[config.mk]
export PLATFORM = sky130hd
export DESIGN_NAME = usbc_cap_regs
export DESIGN_NICKNAME = d
export VERILOG_FILES = /design/src/rtl/usbc_cap_pkg.sv /design/src/rtl/usbc_cap_rom.sv /design/src/rtl/usbc_lane_sel.sv /design/src/rtl/usbc_cap_regs.sv
export SDC_FILE = /design/constraint.sdc
export NUM_CORES = 1
export LEC_CHECK = 0
export BUFFER_PORTS_ARGS = -buffer_cell sky130_fd_sc_hd__buf_4
export CORE_MARGIN = 4
export CORE_UTILIZATION = 32
export CTS_CLUSTER_DIAMETER = 150
export CTS_CLUSTER_SIZE = 16
export DETAILED_ROUTE_END_ITERATION = 10
export PLACE_DENSITY = 0.88
export SLEW_MARGIN = 20
export SYNTH_ARGS = -nofsm -noshare
export SYNTH_HDL_FRONTEND = slang
export SYNTH_SLANG_ARGS = --single-unit
[constraint.sdc]
create_clock -name sys_clk_i -period 2.1 [get_ports sys_clk_i]
set_clock_uncertainty 0.15 [all_clocks]
set_input_delay 0.105 -clock sys_clk_i [delete_from_list [all_inputs] [get_ports sys_clk_i]]
set_output_delay 0.105 -clock sys_clk_i [all_outputs]
set_load 0.02 [all_outputs]
[src/rtl/usbc_cap_pkg.sv]
// Constants of the host controller capability register group.
// Assumes byte addresses built as {A[17:1], 1'b0} from the processor bus.
package usbc_cap_pkg;

  // ----------------------------------------------------------------
  // Address map
  // ----------------------------------------------------------------
  localparam int         ADDR_W                = 18;            // Byte address width
  localparam int         DATA_W                = 32;            // Processor data width
  localparam logic [17:0] OFF_CAPABILITY_LENGTH = 18'h00000;    // Length byte
  localparam logic [17:0] OFF_INTERFACE_VERSION = 18'h00002;    // Version halfword
  localparam logic [17:0] OFF_STRUCTURAL_PARAMS = 18'h00004;    // Structural word
  localparam logic [17:0] OFF_CAPABILITY_PARAMS = 18'h00008;    // Capability word
  localparam logic [17:0] CAP_SPACE_END         = 18'h00020;    // First operational byte

  // ----------------------------------------------------------------
  // Word zero layout
  // ----------------------------------------------------------------
  localparam int         CAPLEN_LSB            = 0;             // Length byte position
  localparam int         VERSION_LSB           = 16;            // Version halfword position
  localparam logic [7:0]  CAPABILITY_LENGTH     = 8'h20;         // Offset to operational regs
  localparam logic [15:0] INTERFACE_VERSION     = 16'h0100;      // BCD interface revision

  // ----------------------------------------------------------------
  // Structural parameters fields
  // ----------------------------------------------------------------
  localparam int         SP_PORTS_LSB          = 0;             // Downstream port count
  localparam int         SP_PPC_BIT            = 4;             // Port power control
  localparam int         SP_PRR_BIT            = 7;             // Port routing rules
  localparam int         SP_NPCC_LSB           = 8;             // Ports per companion
  localparam int         SP_NCC_LSB            = 12;            // Companion count
  localparam int         SP_PIND_BIT           = 16;            // Port indicators
  localparam int         SP_DPN_LSB            = 20;            // Debug port number
  localparam logic [3:0]  PORT_COUNT            = 4'h1;
  localparam logic        PORT_POWER_CONTROL    = 1'b1;
  localparam logic        PORT_ROUTING_RULES    = 1'b0;
  localparam logic [3:0]  PORTS_PER_COMPANION   = 4'h0;
  localparam logic [3:0]  COMPANION_COUNT       = 4'h0;
  localparam logic        PORT_INDICATORS       = 1'b0;
  localparam logic [3:0]  DEBUG_PORT_NUMBER     = 4'h0;
  localparam logic [31:0] SP_RSVD_MASK          = 32'hFF0E_0060; // Reserved bits

  // ----------------------------------------------------------------
  // Capability parameters fields
  // ----------------------------------------------------------------
  localparam int         CP_PROGRAMMABLE_FRAME_LIST_FLAG_BIT           = 1;             // Programmable frame list
  localparam int         CP_ASYNC_PARK_CAPABILITY_BIT           = 2;             // Async park capability
  localparam int         CP_IST_LSB            = 4;             // Iso schedule threshold
  localparam int         CP_EXTENDED_CAPABILITY_POINTER_LSB           = 8;             // Extended cap pointer
  localparam logic        PROG_FRAME_LIST_FLAG  = 1'b1;
  localparam logic        ASYNC_PARK_CAPABILITY = 1'b1;
  localparam logic [3:0]  ISO_SCHEDULE_THRESH   = 4'h8;
  localparam logic [7:0]  EXT_CAPABILITY_PTR    = 8'h00;
  localparam logic [31:0] CP_RSVD_MASK          = 32'hFFFF_0009; // Reserved bits
  localparam logic [31:0] W0_RSVD_MASK          = 32'h0000_FF00; // Byte at 0001h

  // ----------------------------------------------------------------
  // Bus front end states
  // ----------------------------------------------------------------
  typedef enum logic [1:0] {
    USBC_ST_IDLE  = 2'b00,  // No access in progress
    USBC_ST_READ  = 2'b01,  // Driving read data
    USBC_ST_WRITE = 2'b10   // Swallowing a write
  } usbc_state_e;

endpackage

[src/rtl/usbc_cap_rom.sv]
// Fixed capability words, selected by word index.
// Assumes the caller qualifies the index with the capability space.
`timescale 1ns/1ps
module usbc_cap_rom
  import usbc_cap_pkg::*;
#(
  parameter logic [3:0] NUM_PORTS = PORT_COUNT  // Downstream port count
)
(
  input  wire logic [2:0]  word_idx_i,   // Byte address bits 4 to 2
  output logic      [31:0] word_o        // Constant word at that index
);

  // ----------------------------------------------------------------
  // Word assembly
  // ----------------------------------------------------------------
  // Fields are placed into an all-zero word, so reserved bits read zero
  always_comb
  begin
    word_o = '0;
    if (word_idx_i == OFF_CAPABILITY_LENGTH[4:2])
    begin
      word_o[CAPLEN_LSB +: 8]   = CAPABILITY_LENGTH;
      word_o[VERSION_LSB +: 16] = INTERFACE_VERSION;
    end
    else if (word_idx_i == OFF_STRUCTURAL_PARAMS[4:2])
    begin
      word_o[SP_PORTS_LSB +: 4] = NUM_PORTS;
      word_o[SP_PPC_BIT]        = PORT_POWER_CONTROL;
      word_o[SP_PRR_BIT]        = PORT_ROUTING_RULES;
      word_o[SP_NPCC_LSB +: 4]  = PORTS_PER_COMPANION;
      word_o[SP_NCC_LSB +: 4]   = COMPANION_COUNT;
      word_o[SP_PIND_BIT]       = PORT_INDICATORS;
      word_o[SP_DPN_LSB +: 4]   = DEBUG_PORT_NUMBER;
    end
    else if (word_idx_i == OFF_CAPABILITY_PARAMS[4:2])
    begin
      word_o[CP_PROGRAMMABLE_FRAME_LIST_FLAG_BIT]       = PROG_FRAME_LIST_FLAG;
      word_o[CP_ASYNC_PARK_CAPABILITY_BIT]       = ASYNC_PARK_CAPABILITY;
      word_o[CP_IST_LSB +: 4]   = ISO_SCHEDULE_THRESH;
      word_o[CP_EXTENDED_CAPABILITY_POINTER_LSB +: 8]  = EXT_CAPABILITY_PTR;
    end
  end

endmodule // usbc_cap_rom

[src/rtl/usbc_lane_sel.sv]
// Data lane steering for 32-bit or 16-bit processor buses.
// Assumes a 16-bit bus reads the halfword named by byte address bit 1.
`timescale 1ns/1ps
module usbc_lane_sel
(
  input  wire logic [31:0] word_i,       // Full register word
  input  wire logic        half_sel_i,   // Byte address bit 1
  input  wire logic        bus_16bit_i,  // High for a 16-bit data bus
  output logic      [31:0] data_o        // Value for the data pins
);

  // ----------------------------------------------------------------
  // Lane select
  // ----------------------------------------------------------------
  // On a 16-bit bus the upper pins carry zero so no stale half leaks
  always_comb
  begin
    if (!bus_16bit_i)
      data_o = word_i;
    else if (half_sel_i)
      data_o = {16'h0000, word_i[31:16]};
    else
      data_o = {16'h0000, word_i[15:0]};
  end

endmodule // usbc_lane_sel

[src/rtl/usbc_cap_regs.sv]
// Read-only capability register group of the host controller.
// Assumes strobes arrive synchronous to sys_clk_i; other register groups
// answer outside byte addresses 0000h to 001Fh on the same data pins.
`timescale 1ns/1ps
module usbc_cap_regs
  import usbc_cap_pkg::*;
#(
  parameter logic [3:0] NUM_PORTS = PORT_COUNT  // Downstream port count
)
(
  input  wire logic        sys_clk_i,            // System clock, 50 MHz
  input  wire logic        sys_rst_i,            // Asynchronous reset, high
  input  wire logic        cs_n_i,               // Chip select, low
  input  wire logic        rd_n_i,               // Read strobe, low
  input  wire logic        wr_n_i,               // Write strobe, low
  input  wire logic [17:1] addr_i,               // Halfword address pins
  input  wire logic [31:0] data_i,               // Write data, discarded
  input  wire logic        bus_16bit_i,          // High for 16-bit bus
  output logic      [31:0] data_o,               // Read data
  output logic             data_oe_o,            // High while driving data
  output logic             prog_frame_list_o     // Frame list size is settable
);

  import usbc_cap_pkg::*;

  // ----------------------------------------------------------------
  // Decode
  // ----------------------------------------------------------------
  logic [17:0] byte_addr;       // Byte address of the access
  logic        cap_space;       // Access falls in this group
  logic        rd_act;          // Read to this group in progress
  logic        wr_act;          // Write to this group in progress
  logic [31:0] rom_word;        // Constant word at this address
  logic [31:0] lane_data;       // Word steered to the data pins
  logic        write_seen;      // Write data present, kept only to mark use

  assign byte_addr  = {addr_i, 1'b0};
  // Anything at or above the operational base belongs to other groups
  assign cap_space  = (byte_addr < CAP_SPACE_END);
  assign rd_act     = !cs_n_i && !rd_n_i && cap_space;
  assign wr_act     = !cs_n_i && !wr_n_i && cap_space;
  assign write_seen = |data_i;

  // ----------------------------------------------------------------
  // Constant words and lane steering
  // ----------------------------------------------------------------
  // Word index taken from the byte address
  usbc_cap_rom #(
    .NUM_PORTS (NUM_PORTS)
  ) u_rom (
    .word_idx_i (byte_addr[4:2]),
    .word_o     (rom_word)
  );

  // Halfword steering for the 16-bit bus
  usbc_lane_sel u_lane (
    .word_i      (rom_word),
    .half_sel_i  (byte_addr[1]),
    .bus_16bit_i (bus_16bit_i),
    .data_o      (lane_data)
  );

  // ----------------------------------------------------------------
  // Bus front end state
  // ----------------------------------------------------------------
  usbc_state_e state_reg;       // Current access phase
  usbc_state_e state_next;
  logic [31:0] data_reg;        // Registered read data
  logic [31:0] data_next;
  logic        oe_reg;          // Registered output enable
  logic        oe_next;
  logic        pfl_reg;         // Registered frame list flag
  logic        pfl_next;

  // Next-state logic; data follows the address while the read lasts so a
  // late address settle still lands on the right word
  always_comb
  begin
    state_next = state_reg;
    data_next  = data_reg;
    oe_next    = oe_reg;
    // Frame list flag is a fixed one for the command logic
    pfl_next   = PROG_FRAME_LIST_FLAG;
    case (state_reg)
      USBC_ST_IDLE:
      begin
        if (rd_act)
        begin
          // Read wins if both strobes are low at once
          state_next = USBC_ST_READ;
          data_next  = lane_data;
          oe_next    = 1'b1;
        end
        else if (wr_act)
        begin
          state_next = USBC_ST_WRITE;
        end
      end
      USBC_ST_READ:
      begin
        if (rd_act)
        begin
          data_next = lane_data;
        end
        else
        begin
          // Release the pins one cycle after the strobe rises
          state_next = USBC_ST_IDLE;
          data_next  = '0;
          oe_next    = 1'b0;
        end
      end
      USBC_ST_WRITE:
      begin
        // Wait out the write strobe without touching any state
        if (!wr_act)
          state_next = USBC_ST_IDLE;
      end
      default:
      begin
        state_next = USBC_ST_IDLE;
        data_next  = '0;
        oe_next    = 1'b0;
      end
    endcase
  end

  // Registers only; every output comes straight from here
  always_ff @(posedge sys_clk_i or posedge sys_rst_i)
  begin
    if (sys_rst_i)
    begin
      state_reg <= USBC_ST_IDLE;
      data_reg  <= '0;
      oe_reg    <= 1'b0;
      pfl_reg   <= 1'b0;
    end
    else
    begin
      state_reg <= state_next;
      data_reg  <= data_next;
      oe_reg    <= oe_next;
      pfl_reg   <= pfl_next;
    end
  end

  assign data_o            = data_reg;
  assign data_oe_o         = oe_reg;
  assign prog_frame_list_o = pfl_reg;

  // ----------------------------------------------------------------
  // Checks
  // ----------------------------------------------------------------
  // Every check is cut off while reset is held, since the pins are
  // forced low then whatever the bus is doing.
  // Shorthand for a 32-bit read of a given word being taken
  logic rd_take;                // Read the front end will answer
  logic rd32_w0;                // Word zero read on a wide bus
  logic rd32_w1;                // Structural word read on a wide bus
  logic rd32_w2;                // Capability word read on a wide bus

  // A read arriving during a write phase is held off, so it is not a take
  assign rd_take = rd_act && state_reg != USBC_ST_WRITE;
  assign rd32_w0 = rd_take && !bus_16bit_i && byte_addr[4:2] == OFF_CAPABILITY_LENGTH[4:2];
  assign rd32_w1 = rd_take && !bus_16bit_i && byte_addr[4:2] == OFF_STRUCTURAL_PARAMS[4:2];
  assign rd32_w2 = rd_take && !bus_16bit_i && byte_addr[4:2] == OFF_CAPABILITY_PARAMS[4:2];

  a_version_value: assert property (
    @(posedge sys_clk_i) disable iff (sys_rst_i)
    rd32_w0 |=> data_oe_o && data_o[31:16] == 16'h0100)
    else $error("version halfword wrong");

  a_cap_length: assert property (
    @(posedge sys_clk_i) disable iff (sys_rst_i)
    rd32_w0 |=> data_o[7:0] == 8'h20)
    else $error("capability length wrong");

  a_port_count: assert property (
    @(posedge sys_clk_i) disable iff (sys_rst_i)
    rd32_w1 |=> data_o[3:0] == NUM_PORTS)
    else $error("port count wrong");

  a_power_ctrl: assert property (
    @(posedge sys_clk_i) disable iff (sys_rst_i)
    rd32_w1 |=> data_o[4])
    else $error("port power control not reported");

  a_struct_zero: assert property (
    @(posedge sys_clk_i) disable iff (sys_rst_i)
    rd32_w1 |=> data_o[23:20] == 4'h0 && !data_o[16] && data_o[15:7] == 9'h000)
    else $error("structural zero fields set");

  a_struct_word: assert property (
    @(posedge sys_clk_i) disable iff (sys_rst_i)
    rd32_w1 |=> data_o == {28'h0000001, NUM_PORTS})
    else $error("structural word wrong");

  a_cap_word: assert property (
    @(posedge sys_clk_i) disable iff (sys_rst_i)
    rd32_w2 |=> data_o == 32'h0000_0086)
    else $error("capability word wrong");

  a_ext_pointer: assert property (
    @(posedge sys_clk_i) disable iff (sys_rst_i)
    rd32_w2 |=> data_o[15:8] == 8'h00)
    else $error("extended pointer nonzero");

  a_iso_thresh: assert property (
    @(posedge sys_clk_i) disable iff (sys_rst_i)
    rd32_w2 |=> data_o[7:4] == 4'b1000)
    else $error("iso threshold wrong");

  a_async_park: assert property (
    @(posedge sys_clk_i) disable iff (sys_rst_i)
    rd32_w2 |=> data_o[2])
    else $error("park capability not reported");

  // Flag on pins and on the side output agree
  a_frame_flag: assert property (
    @(posedge sys_clk_i) disable iff (sys_rst_i)
    rd32_w2 |=> data_o[1] && prog_frame_list_o)
    else $error("frame list flag not set");

  // Reserved bits of all three words
  a_rsvd_zero: assert property (
    @(posedge sys_clk_i) disable iff (sys_rst_i)
    (rd32_w0 |=> (data_o & W0_RSVD_MASK) == '0) and
    (rd32_w1 |=> (data_o & SP_RSVD_MASK) == '0) and
    (rd32_w2 |=> (data_o & CP_RSVD_MASK) == '0))
    else $error("reserved bit set");

  // Narrow bus keeps upper pins quiet, high half on bit 1
  a_half_lane: assert property (
    @(posedge sys_clk_i) disable iff (sys_rst_i)
    rd_take && bus_16bit_i && byte_addr[1] && byte_addr[4:2] == 3'h0
    |=> data_o == 32'h0000_0100)
    else $error("16-bit lane wrong");

  // A write from idle leaves the pins undriven and moves to the write phase
  a_write_ignored: assert property (
    @(posedge sys_clk_i) disable iff (sys_rst_i)
    state_reg == USBC_ST_IDLE && wr_act && !rd_act && write_seen
    |=> !data_oe_o [*1] ##0 state_reg == USBC_ST_WRITE)
    else $error("write not ignored");

  // Pins released the cycle after the read ends
  a_oe_release: assert property (
    @(posedge sys_clk_i) disable iff (sys_rst_i)
    data_oe_o && !rd_act |=> !data_oe_o && data_o == '0)
    else $error("pins not released");

  // Reads outside this group never drive the pins
  a_outside_quiet: assert property (
    @(posedge sys_clk_i) disable iff (sys_rst_i)
    !cs_n_i && !rd_n_i && !cap_space && !data_oe_o |=> !data_oe_o)
    else $error("pins driven outside the group");

  // Taken read answers one cycle later with the steered word
  a_read_answer: assert property (
    @(posedge sys_clk_i) disable iff (sys_rst_i)
    rd_take |=> data_oe_o && data_o == $past(lane_data))
    else $error("read answer wrong");

  // Upper pins stay zero on a 16-bit bus
  a_narrow_upper: assert property (
    @(posedge sys_clk_i) disable iff (sys_rst_i)
    rd_take && bus_16bit_i |=> data_o[31:16] == 16'h0000)
    else $error("upper pins set on 16-bit bus");

  // Write phase leaves the pins released and zero
  a_write_quiet: assert property (
    @(posedge sys_clk_i) disable iff (sys_rst_i)
    state_reg == USBC_ST_WRITE |-> !data_oe_o && data_o == '0)
    else $error("pins driven during write");

  // Frame list flag stays set once reset has gone
  a_flag_steady: assert property (
    @(posedge sys_clk_i) disable iff (sys_rst_i)
    !$past(sys_rst_i) |-> prog_frame_list_o)
    else $error("frame list flag dropped");

endmodule // usbc_cap_regs

* Word level (Yosys, flattened, before mapping)
Index checks and enable logic that the tools add are counted.
** Cells by class
- $lt $le $gt $ge :: 1
- Shift-type cells :: 0
- Multiply operators :: 0
- Reduce and logical (&&, ||, !) cells :: 12
- Divide/modulo/power cells :: 0
- Add/sub/neg operators :: 0
- Bitwise logic cells :: 1
- Muxes and demuxes :: 25
- Equality and inequality tests :: 8
** Operators with widths (number)
- $mux 32 :: 3
- $pmux 32 s3 :: 1
- $mux 12 :: 2
- $lt 18x6->1 const B :: 1
- $mux 16 :: 1
- $mux 8 :: 2
- $mux 2 :: 7
- $mux 9 :: 1
- $ne 2x2->1 const B :: 3
- $pmux 2 s3 :: 1
- $reduce_and 3->1 :: 2
- $mux 1 :: 5
- $logic_and 1x1->1 :: 4
- $mux 4 :: 1
- $eq 3x1->1 const B :: 1
- $eq 3x2->1 const B :: 1
- $logic_not 1->1 :: 3
- $logic_not 3->1 :: 1
- $ne 3x3->1 const B :: 1
- $pmux 1 s3 :: 1
- $eq 2x1->1 const B :: 1
- $eq 2x2->1 const B :: 1
- $logic_not 2->1 :: 1
- $reduce_and 2->1 :: 1
- $not 1->1 :: 1
** Word-level totals
- Logic and storage cells :: 51
- Register bits after elaboration :: 36
- ROM bits :: 0
- Input bits :: 55
- Memory bits (writable) :: 0
- Bits in latches :: 0
- Output and inout port bits :: 34
- Memories kept :: 0

* Longest topological paths before layout
Gate-level depths: netlist of run 1.
- Depth in word-level cells :: 10
- Gate-level depth with buffers :: 4
- Depth with buffers taken out :: 4

* Modules after synthesis
Synthesis of run 1 repeated with hierarchy kept, for this count alone.
** Unflattened totals
- Cell total of the unflattened synthesis :: 188
- Area, all modules :: 2313.5 µm²
** By module, submodules not included
- usbc_cap_regs :: area an instance 1720.4 µm², sequential area each 900.9 µm², instances 1, cells an instance 120
- usbc_lane_sel :: area an instance 351.6 µm², sequential area each 0.0 µm², instances 1, cells an instance 35
- usbc_cap_rom :: area an instance 241.5 µm², sequential area each 0.0 µm², instances 1, cells an instance 33

* Worst setup path before layout of run 1
No wires, ideal clock.
- Path type :: register -> register
- From :: reg state_reg[1]
- To :: reg data_reg[4] (netlist: data_o[4])
- Path buffers :: 0
- Cell stages (with the launch flop) :: 5
- Data required time :: 1.871 ns
- Setup time :: 0.079 ns
- Data arrival time :: 1.191 ns
- Setup slack :: 0.680 ns
- Clock period less this slack :: 1.420 ns
- Cells stage by stage :: dfrtp_1 > nor4_1 > nand4_2 > inv_2 > mux2i_1
** Between the ends
- Word-level cells in the longest chain between the ends :: 3
- Elaborated cells on any way between the ends :: 7
- Classes of those cells :: eq/ne (3); mux (1); bitwise (1); reduce/logical (2)
** RTL lines
- start, declared :: RTL line usbc_cap_regs.sv:66 : usbc_state_e state_reg;
- start signal, assigned :: RTL line usbc_cap_regs.sv:140 : state_reg <= state_next;
- $logic_not 2->1 / $eq 2x2->1 (equally long branches) :: RTL line usbc_cap_regs.sv:84 : case (state_reg)
- $ne 2x2->1 (no line) / $not 1->1 (equally long branches)
- $reduce_and 2->1 (no line)
- end signal, assigned :: RTL line usbc_cap_regs.sv:141 : data_reg <= data_next;
- end, declared :: RTL line usbc_cap_regs.sv:68 : logic [31:0] data_reg;
Parallel ways exist; a longest one is shown, timed or not.
A chain may end at the register's enable or synchronous reset.

* Final worst setup path of run 1
- From :: in addr_i[1] (netlist bit)
- To :: reg data_reg[7] (netlist: data_o[7])
** Between the ends
- Word-level cells in the longest chain between the ends :: 4
- Elaborated cells on any way between the ends :: 9
- Classes of those cells :: order compare (1); eq/ne (1); mux (5); reduce/logical (2)
** RTL lines
- start, declared :: RTL line usbc_cap_regs.sv:16 : input wire logic [17:1] addr_i,
- $lt 18x6->1 / $mux 16 (equally long branches) :: RTL line usbc_cap_regs.sv:39, usbc_lane_sel.sv:20
- $logic_and 1x1->1 / $mux 32 (equally long branches) :: RTL line usbc_cap_regs.sv:40, usbc_lane_sel.sv:18
- $mux 32, or another cell as far along :: RTL line usbc_cap_regs.sv:101 : if (rd_act)
- $pmux 32 s3 / $reduce_and 2->1 (equally long branches)
Parallel ways exist; a longest one is shown, timed or not. The select of a mux whose other input is x is not followed.

==> flow_summary.json, run 1 <==
{
  "rsz0062_at_grt": "false",
  "power_mw": 0.405,
  "fin_crit_sh_pct": 76.3,
  "synthAdderAreaFrac_pct": 1.56,
  "synth_top_family_by_area": "buffers and inverters",
  "synth_cell_type_count": 16,
  "synthTopCellsByArea": "dfrtp_1 35%, buf_4 32%, mux2i_1 7.8%, nor4_2 5.8%, nand2_1 4.1%",
  "die_area_um2": 2790,
  "path_class": "primary input to register",
  "start_util_pct": 35.3,
  "drt_wl_total_mm": 1.36,
  "die_h_um": 52.8,
  "postLayoutCoreUtil_pct": 49.7,
  "placed_area_um2": 798,
  "min_period_ns": 1.60,
  "holdBufCountCts": 8,
  "wl_per_cell_um": 10.1,
  "core-area_um2": 1820,
  "sw_frac_of_total_pct": 28.8,
  "overflow": 0,
  "power.switching_mw": 0.117,
  "dr.pass1.iters": 1,
  "p_int_mw": 0.288,
  "ff2ff_setup_slack_ns": 0.54,
  "r2r_cells": 4,
  "yosys.area.top_type_share_pct": 35.0,
  "hold_depth": 4,
  "drv_cap": 0,
  "hold_path.class": "primary input to register",
  "ys_ff_latch": 9,
  "synth.area.mux_share_pct": 7.78,
  "path_clk_slew_ns": 0.06,
  "diodes": 0,
  "dp_cells": 123,
  "ys_async_sr_fraction_pct": 100,
  "synth_edf_count": 0,
  "seqPwrFrac_pct": 43.3,
  "yosysSeqAreaShare_pct": 35.0,
  "status": "complete, no violations",
  "hold-path-endpoint": "data_o[4]$_DFFE_PP0P_",
  "largest_register_ffs": 5,
  "worstReg2RegEnd": "data_o[4]$_DFFE_PP0P_",
  "root_buffer": "clkbuf_4",
  "rows": 15,
  "grt_start_max_net_pins": 10,
  "grt_antenna_before_repair": 0,
  "dieWidth_um": 52.8,
  "io_pins": 89,
  "p_clk_share_pct": 31.5,
  "cts_buffers": 3,
  "dp_hpwl_mm": 1.17,
  "grt_pass1_wl_mm": 1.81,
  "min_from": "addr_i[4]",
  "drive_gt1_share_pct": 36.4,
  "yosys.area.top_type": "dfrtp_1",
  "drc_errors": 0,
  "hold_viol": 0,
  "io_buffers": 32,
  "clkSinkCount": 9,
  "ir_drop_uv": 285,
  "final_antenna_net_count": 0,
  "critPathMaxFanout": 3,
  "post_cts_buffers": 0,
  "cts_tree": "done",
  "clock_latency_ns": 0.25,
  "fin_cells": 135,
  "areaGrowthSynthToFinish_pct": 40.7,
  "clock.fmax_mhz": 624,
  "synth_xor_area_share_pct": 0,
  "nets": 166,
  "p_comb_share_pct": 25.2,
  "track_usage_pct": 9.22,
  "ys.flop_type": "dfrtp_1",
  "h-tree-depth": 1,
  "cts_resized": 0,
  "synth_area_per_cell_um2": 9.19,
  "fill_cells": 180,
  "setup_violations": 0,
  "drv_slew": 0,
  "gp_congestion": 0.679,
  "p_leak_nw": 0.501,
  "design_area_um2": 905,
  "arrival_ns": 1.63,
  "start_kind": "primary input",
  "power_density_nw_per_um2": 448,
  "vias_per_cell": 3.86,
  "yosys_warnings": 0,
  "cp-end-kind": "register",
  "syn_area_um2": 643,
  "num_vias": 521,
  "clock_path_buffers": 2,
  "worstPathRequired_ns": 2.13,
  "final.setup.tns_ns": 0,
  "synth_compound_area_share_pct": 0,
  "yosysMostFrequentCell": "buf_4",
  "synth_commonest_cells": "27 x buf_4, 9 x dfrtp_1, 7 x nand2_1",
  "syn-instance-count": 70,
  "r2r-start": "state_reg[1]$_DFFE_PP0P_",
  "synth-simple-area-share_pct": 21.2,
  "grt_pass1_vias": 473,
  "first_iter_violations": 0
}
-- cell usage in the layout, fill, tap and decap left out, drive strengths merged --
cell type and instances:
nand2 7, nor2 4, clkbuf 4, conb 25, dfrtp 9, mux2i 5, buf 32, dlygate4sd3 8
nand2b 1, nand3 3, nand4 2, maj3 1, nor4 5, nor3 1, inv 3
-- power by group through the flow --
stage / registers [mW] / logic (mW) / clock network (mW)
2_1_floorplan: 0.180 / 0.0833 / 0
3_3_place_gp: 0.179 / 0.0893 / 0
3_5_place_dp: 0.179 / 0.0913 / 0
4_1_cts: 0.175 / 0.101 / 0.133
5_1_grt: 0.175 / 0.111 / 0.144
6_report: 0.175 / 0.102 / 0.127
-- per-layer routing --
metal / up-vias / wire (µm) / share of wire, % / track usage, %
li1: 260 / - / - / -
met1: 228 / 388 / 29 / 7.59
met2: 33 / 786 / 58 / 18.6
met3: 0 / 184 / 14 / 5.41
met4: 0 / 0 / 0 / 1.28
met5: - / 0 / 0 / 0
-- worst max-delay path by stage --
| stage | from | to | slack, ns |
|---|---|---|---|
| after floorplan | state_reg[1]$_DFFE_PP0P_ | data_o[4]$_DFFE_PP0P_ | 0.68 |
| after global placement | state_reg[1]$_DFFE_PP0P_ | data_o[4]$_DFFE_PP0P_ | 0.60 |
| after detailed placement | state_reg[1]$_DFFE_PP0P_ | data_o[4]$_DFFE_PP0P_ | 0.54 |
| after CTS | state_reg[1]$_DFFE_PP0P_ | data_o[4]$_DFFE_PP0P_ | 0.51 |
| after global routing | state_reg[1]$_DFFE_PP0P_ | data_o[4]$_DFFE_PP0P_ | 0.38 |
| final | addr_i[1] | data_o[7]$_DFFE_PP0P_ | 0.50 |
-- per-stage QoR --
step | setup slack (ns) | hold slack (ns)
CTS | 0.509 | 0.0193
global placement | 0.597 | -0.0758
detailed placement | 0.541 | -0.0637
global route | 0.385 | 0.0277
finish | 0.497 | 0.0253
floorplan | 0.680 | -0.217
-- critical path, cell delays in order --
cell and delay [ns]:
dlygate4sd3_1 0.54, buf_4 0.14, nand2_1 0.09, nand3_1 0.08, dlygate4sd3_1 0.55, mux2i_1 0.13
-- kinds of logic after synthesis --
kind of cell | count (synthesis)
AND/OR/NAND/NOR | 23
adder cells (fa/ha/maj) | 1
buffers and inverters | 30
flip-flops | 9
multiplexers | 5
other | 2
-- cell type report --
class                      instances  area (µm²)  area share (%)
multi-input combinational         54         290            32.1
sequential                         9         225            24.9
clock buffer                       4        26.3            2.90
timing repair buffer              40         320            35.4
tap                               25        31.3            3.46
inverter                           3        11.3            1.24
(Power assumes the default switching activity.)
==> run 2: changes to the inputs <==
--- a/config.mk
+++ b/config.mk
@@ -7,11 +7,11 @@
 export LEC_CHECK = 0
 export BUFFER_PORTS_ARGS = -buffer_cell sky130_fd_sc_hd__buf_4
 export CORE_MARGIN = 4
-export CORE_UTILIZATION = 32
+export CORE_UTILIZATION = 27
 export CTS_CLUSTER_DIAMETER = 150
 export CTS_CLUSTER_SIZE = 16
 export DETAILED_ROUTE_END_ITERATION = 10
-export PLACE_DENSITY = 0.88
+export PLACE_DENSITY = 0.79
 export SLEW_MARGIN = 20
 export SYNTH_ARGS = -nofsm -noshare
 export SYNTH_HDL_FRONTEND = slang
==> constraint.sdc (replaced) <==
create_clock -name sys_clk_i -period 1.4 [get_ports sys_clk_i]
set_clock_uncertainty 0.15 [all_clocks]
set_input_delay 0.07 -clock sys_clk_i [delete_from_list [all_inputs] [get_ports sys_clk_i]]
set_output_delay 0.07 -clock sys_clk_i [all_outputs]
set_load 0.02 [all_outputs]
==> flow_summary.json, run 2 (synthesis results as in run 1) <==
{
  "status": "finished, violations left",
  "violations": "negative hold slack",
  "hold-path-endpoint": "state_reg[1]$_DFFE_PP0P_",
  "clock_latency_ns": 0.25,
  "rows": 17,
  "path_class": "register to register",
  "seqPwrFrac_pct": 42.4,
  "die_area_um2": 3230,
  "rsz0062_at_grt": "false",
  "gp_congestion": 0.740,
  "grt_start_max_net_pins": 10,
  "crit_slowest_cell": "dfrtp_1",
  "clkSinkCount": 9,
  "fin_crit_sh_pct": 90.7,
  "cp-end-kind": "register",
  "areaGrowthSynthToFinish_pct": 46.3,
  "first_iter_violations": 3,
  "grt_pass1_vias": 520,
  "p_leak_nw": 0.513,
  "setup_violations": 0,
  "timing.critical_path.cells": "nor4_4, nand4_2, buf_4, mux2i_1",
  "cts_buffers": 3,
  "final.setup.tns_ns": 0,
  "ff2ff_setup_slack_ns": 0.13,
  "sw_frac_of_total_pct": 29.4,
  "hold_path.class": "primary input to register",
  "wl_per_cell_um": 11.0,
  "start_kind": "register",
  "hold_viol": 3,
  "layout_common_cells": "33 x buf_4, 25 x conb_1, 9 x dfrtp_1, 9 x dlygate4sd3_1, 7 x nand2_1",
  "p_comb_share_pct": 26.2,
  "drv_cap": 0,
  "drv_slew": 0,
  "worstReg2RegEnd": "data_o[5]$_DFFE_PP0P_",
  "min_period_ns": 1.27,
  "dp_cells": 127,
  "largest_register_ffs": 5,
  "power_density_nw_per_um2": 660,
  "critPathMaxFanout": 4,
  "worst-path-buf-inv": 1,
  "grt_pass1_wl_mm": 2.24,
  "p_clk_share_pct": 31.4,
  "arrival_ns": 1.26,
  "post_cts_buffers": 0,
  "drc_errors": 0,
  "h-tree-depth": 1,
  "power.switching_mw": 0.182,
  "nets": 168,
  "min_from": "addr_i[5]",
  "path_clk_slew_ns": 0.06,
  "timing.hold.ws_ns": -0.0740,
  "cts_tree": "done",
  "core-area_um2": 2230,
  "mostFrequentLayoutCell": "buf_4",
  "dp_hpwl_mm": 1.26,
  "r2r_cells": 4,
  "final_antenna_net_count": 0,
  "clock_path_buffers": 2,
  "drt_wl_total_mm": 1.53,
  "dr.pass1.iters": 4,
  "slowest_delay_ns": 0.41,
  "ir_drop_uv": 533,
  "r2r-start": "state_reg[1]$_DFFE_PP0P_",
  "dieWidth_um": 56.8,
  "hold_depth": 4,
  "root_buffer": "clkbuf_4",
  "p_int_mw": 0.438,
  "track_usage_pct": 9.34,
  "drive_gt1_share_pct": 37.5,
  "cp_top_family": "flip-flops",
  "num_vias": 538,
  "start_util_pct": 28.8,
  "diodes": 0,
  "overflow": 0,
  "worstPathRequired_ns": 1.39,
  "die_h_um": 56.8,
  "vias_per_cell": 3.84,
  "clock.fmax_mhz": 788,
  "io_buffers": 32,
  "io_pins": 89,
  "fin_cells": 140,
  "grt_antenna_before_repair": 0
}
## run 2: cell count changes in the layout (fill, tap and decap cells not counted), sizes merged
cell / before / now
buf: 32 / 33
dlygate4sd3: 8 / 9
## run 2: worst max path at each step
stage / startpoint / to / slack (ns) / depth (start not counted)
6_report: state_reg[1]$_DFFE_PP0P_ / data_o[5]$_DFFE_PP0P_ / 0.13 / 4
5_1_grt: state_reg[1]$_DFFE_PP0P_ / data_o[7]$_DFFE_PP0P_ / 0.02 / 4
4_1_cts: bus_16bit_i / data_o[8]$_DFFE_PP0P_ / 0.02 / 5
3_5_place_dp: state_reg[1]$_DFFE_PP0P_ / data_o[5]$_DFFE_PP0P_ / -0.06 / 4
3_3_place_gp: state_reg[1]$_DFFE_PP0P_ / data_o[7]$_DFFE_PP0P_ / 0.02 / 4
2_1_floorplan: state_reg[1]$_DFFE_PP0P_ / data_o[4]$_DFFE_PP0P_ / 0.03 / 4
## run 2: worst register-to-register path: stages (launching register included)
cell     delay, ns
dfrtp_1       0.41
nor4_4        0.16
nand4_2       0.13
buf_4         0.19
mux2i_1       0.12
## run 2: cell type report
class / count / area, µm²
sequential: 9 / 225
multi-input combinational: 54 / 305
tap: 28 / 35.0
clock buffer: 4 / 26.3
fill: 230 / 1290
timing repair buffer: 42 / 338
inverter: 3 / 11.3
## run 2: per-stage QoR
| step | power (mW) | utilization, % | instance area [µm²] | setup slack [ns] |
|---|---|---|---|---|
| floorplan | 0.396 | - | 736 | 0.0337 |
| global placement | 0.404 | 36.5 | 816 | 0.0195 |
| detailed placement | 0.407 | 36.5 | 816 | -0.0631 |
| CTS | 0.632 | 41.7 | 932 | 0.0185 |
| global route | 0.659 | 42.1 | 941 | 0.0176 |
| finish | 0.621 | 42.1 | 941 | 0.130 |
## run 2: what timing repair did
item | in CTS | in global routing
resized for setup | 0 | 1
pin swaps | 1 | 0
hold buffers | 9 | 1
setup endpoints to repair | 5 | 4
endpoints found under the hold margin | 16 | 3
## run 2: power by group through the flow
stage,clock [mW],combinational (mW),sequential (mW)
CTS,0.211,0.157,0.263
detailed placement,0,0.139,0.268
global route,0.222,0.174,0.263
finish,0.195,0.163,0.263
floorplan,0,0.125,0.271
global placement,0,0.136,0.268
## run 2: layer usage
metal / track usage (%) / vias to the layer above / share of wire, %
met5: 0 / - / 0
met4: 2.98 / 0 / 0
met3: 5.06 / 0 / 12
met2: 18.2 / 35 / 58
met1: 7.89 / 241 / 30
li1: - / 262 / -
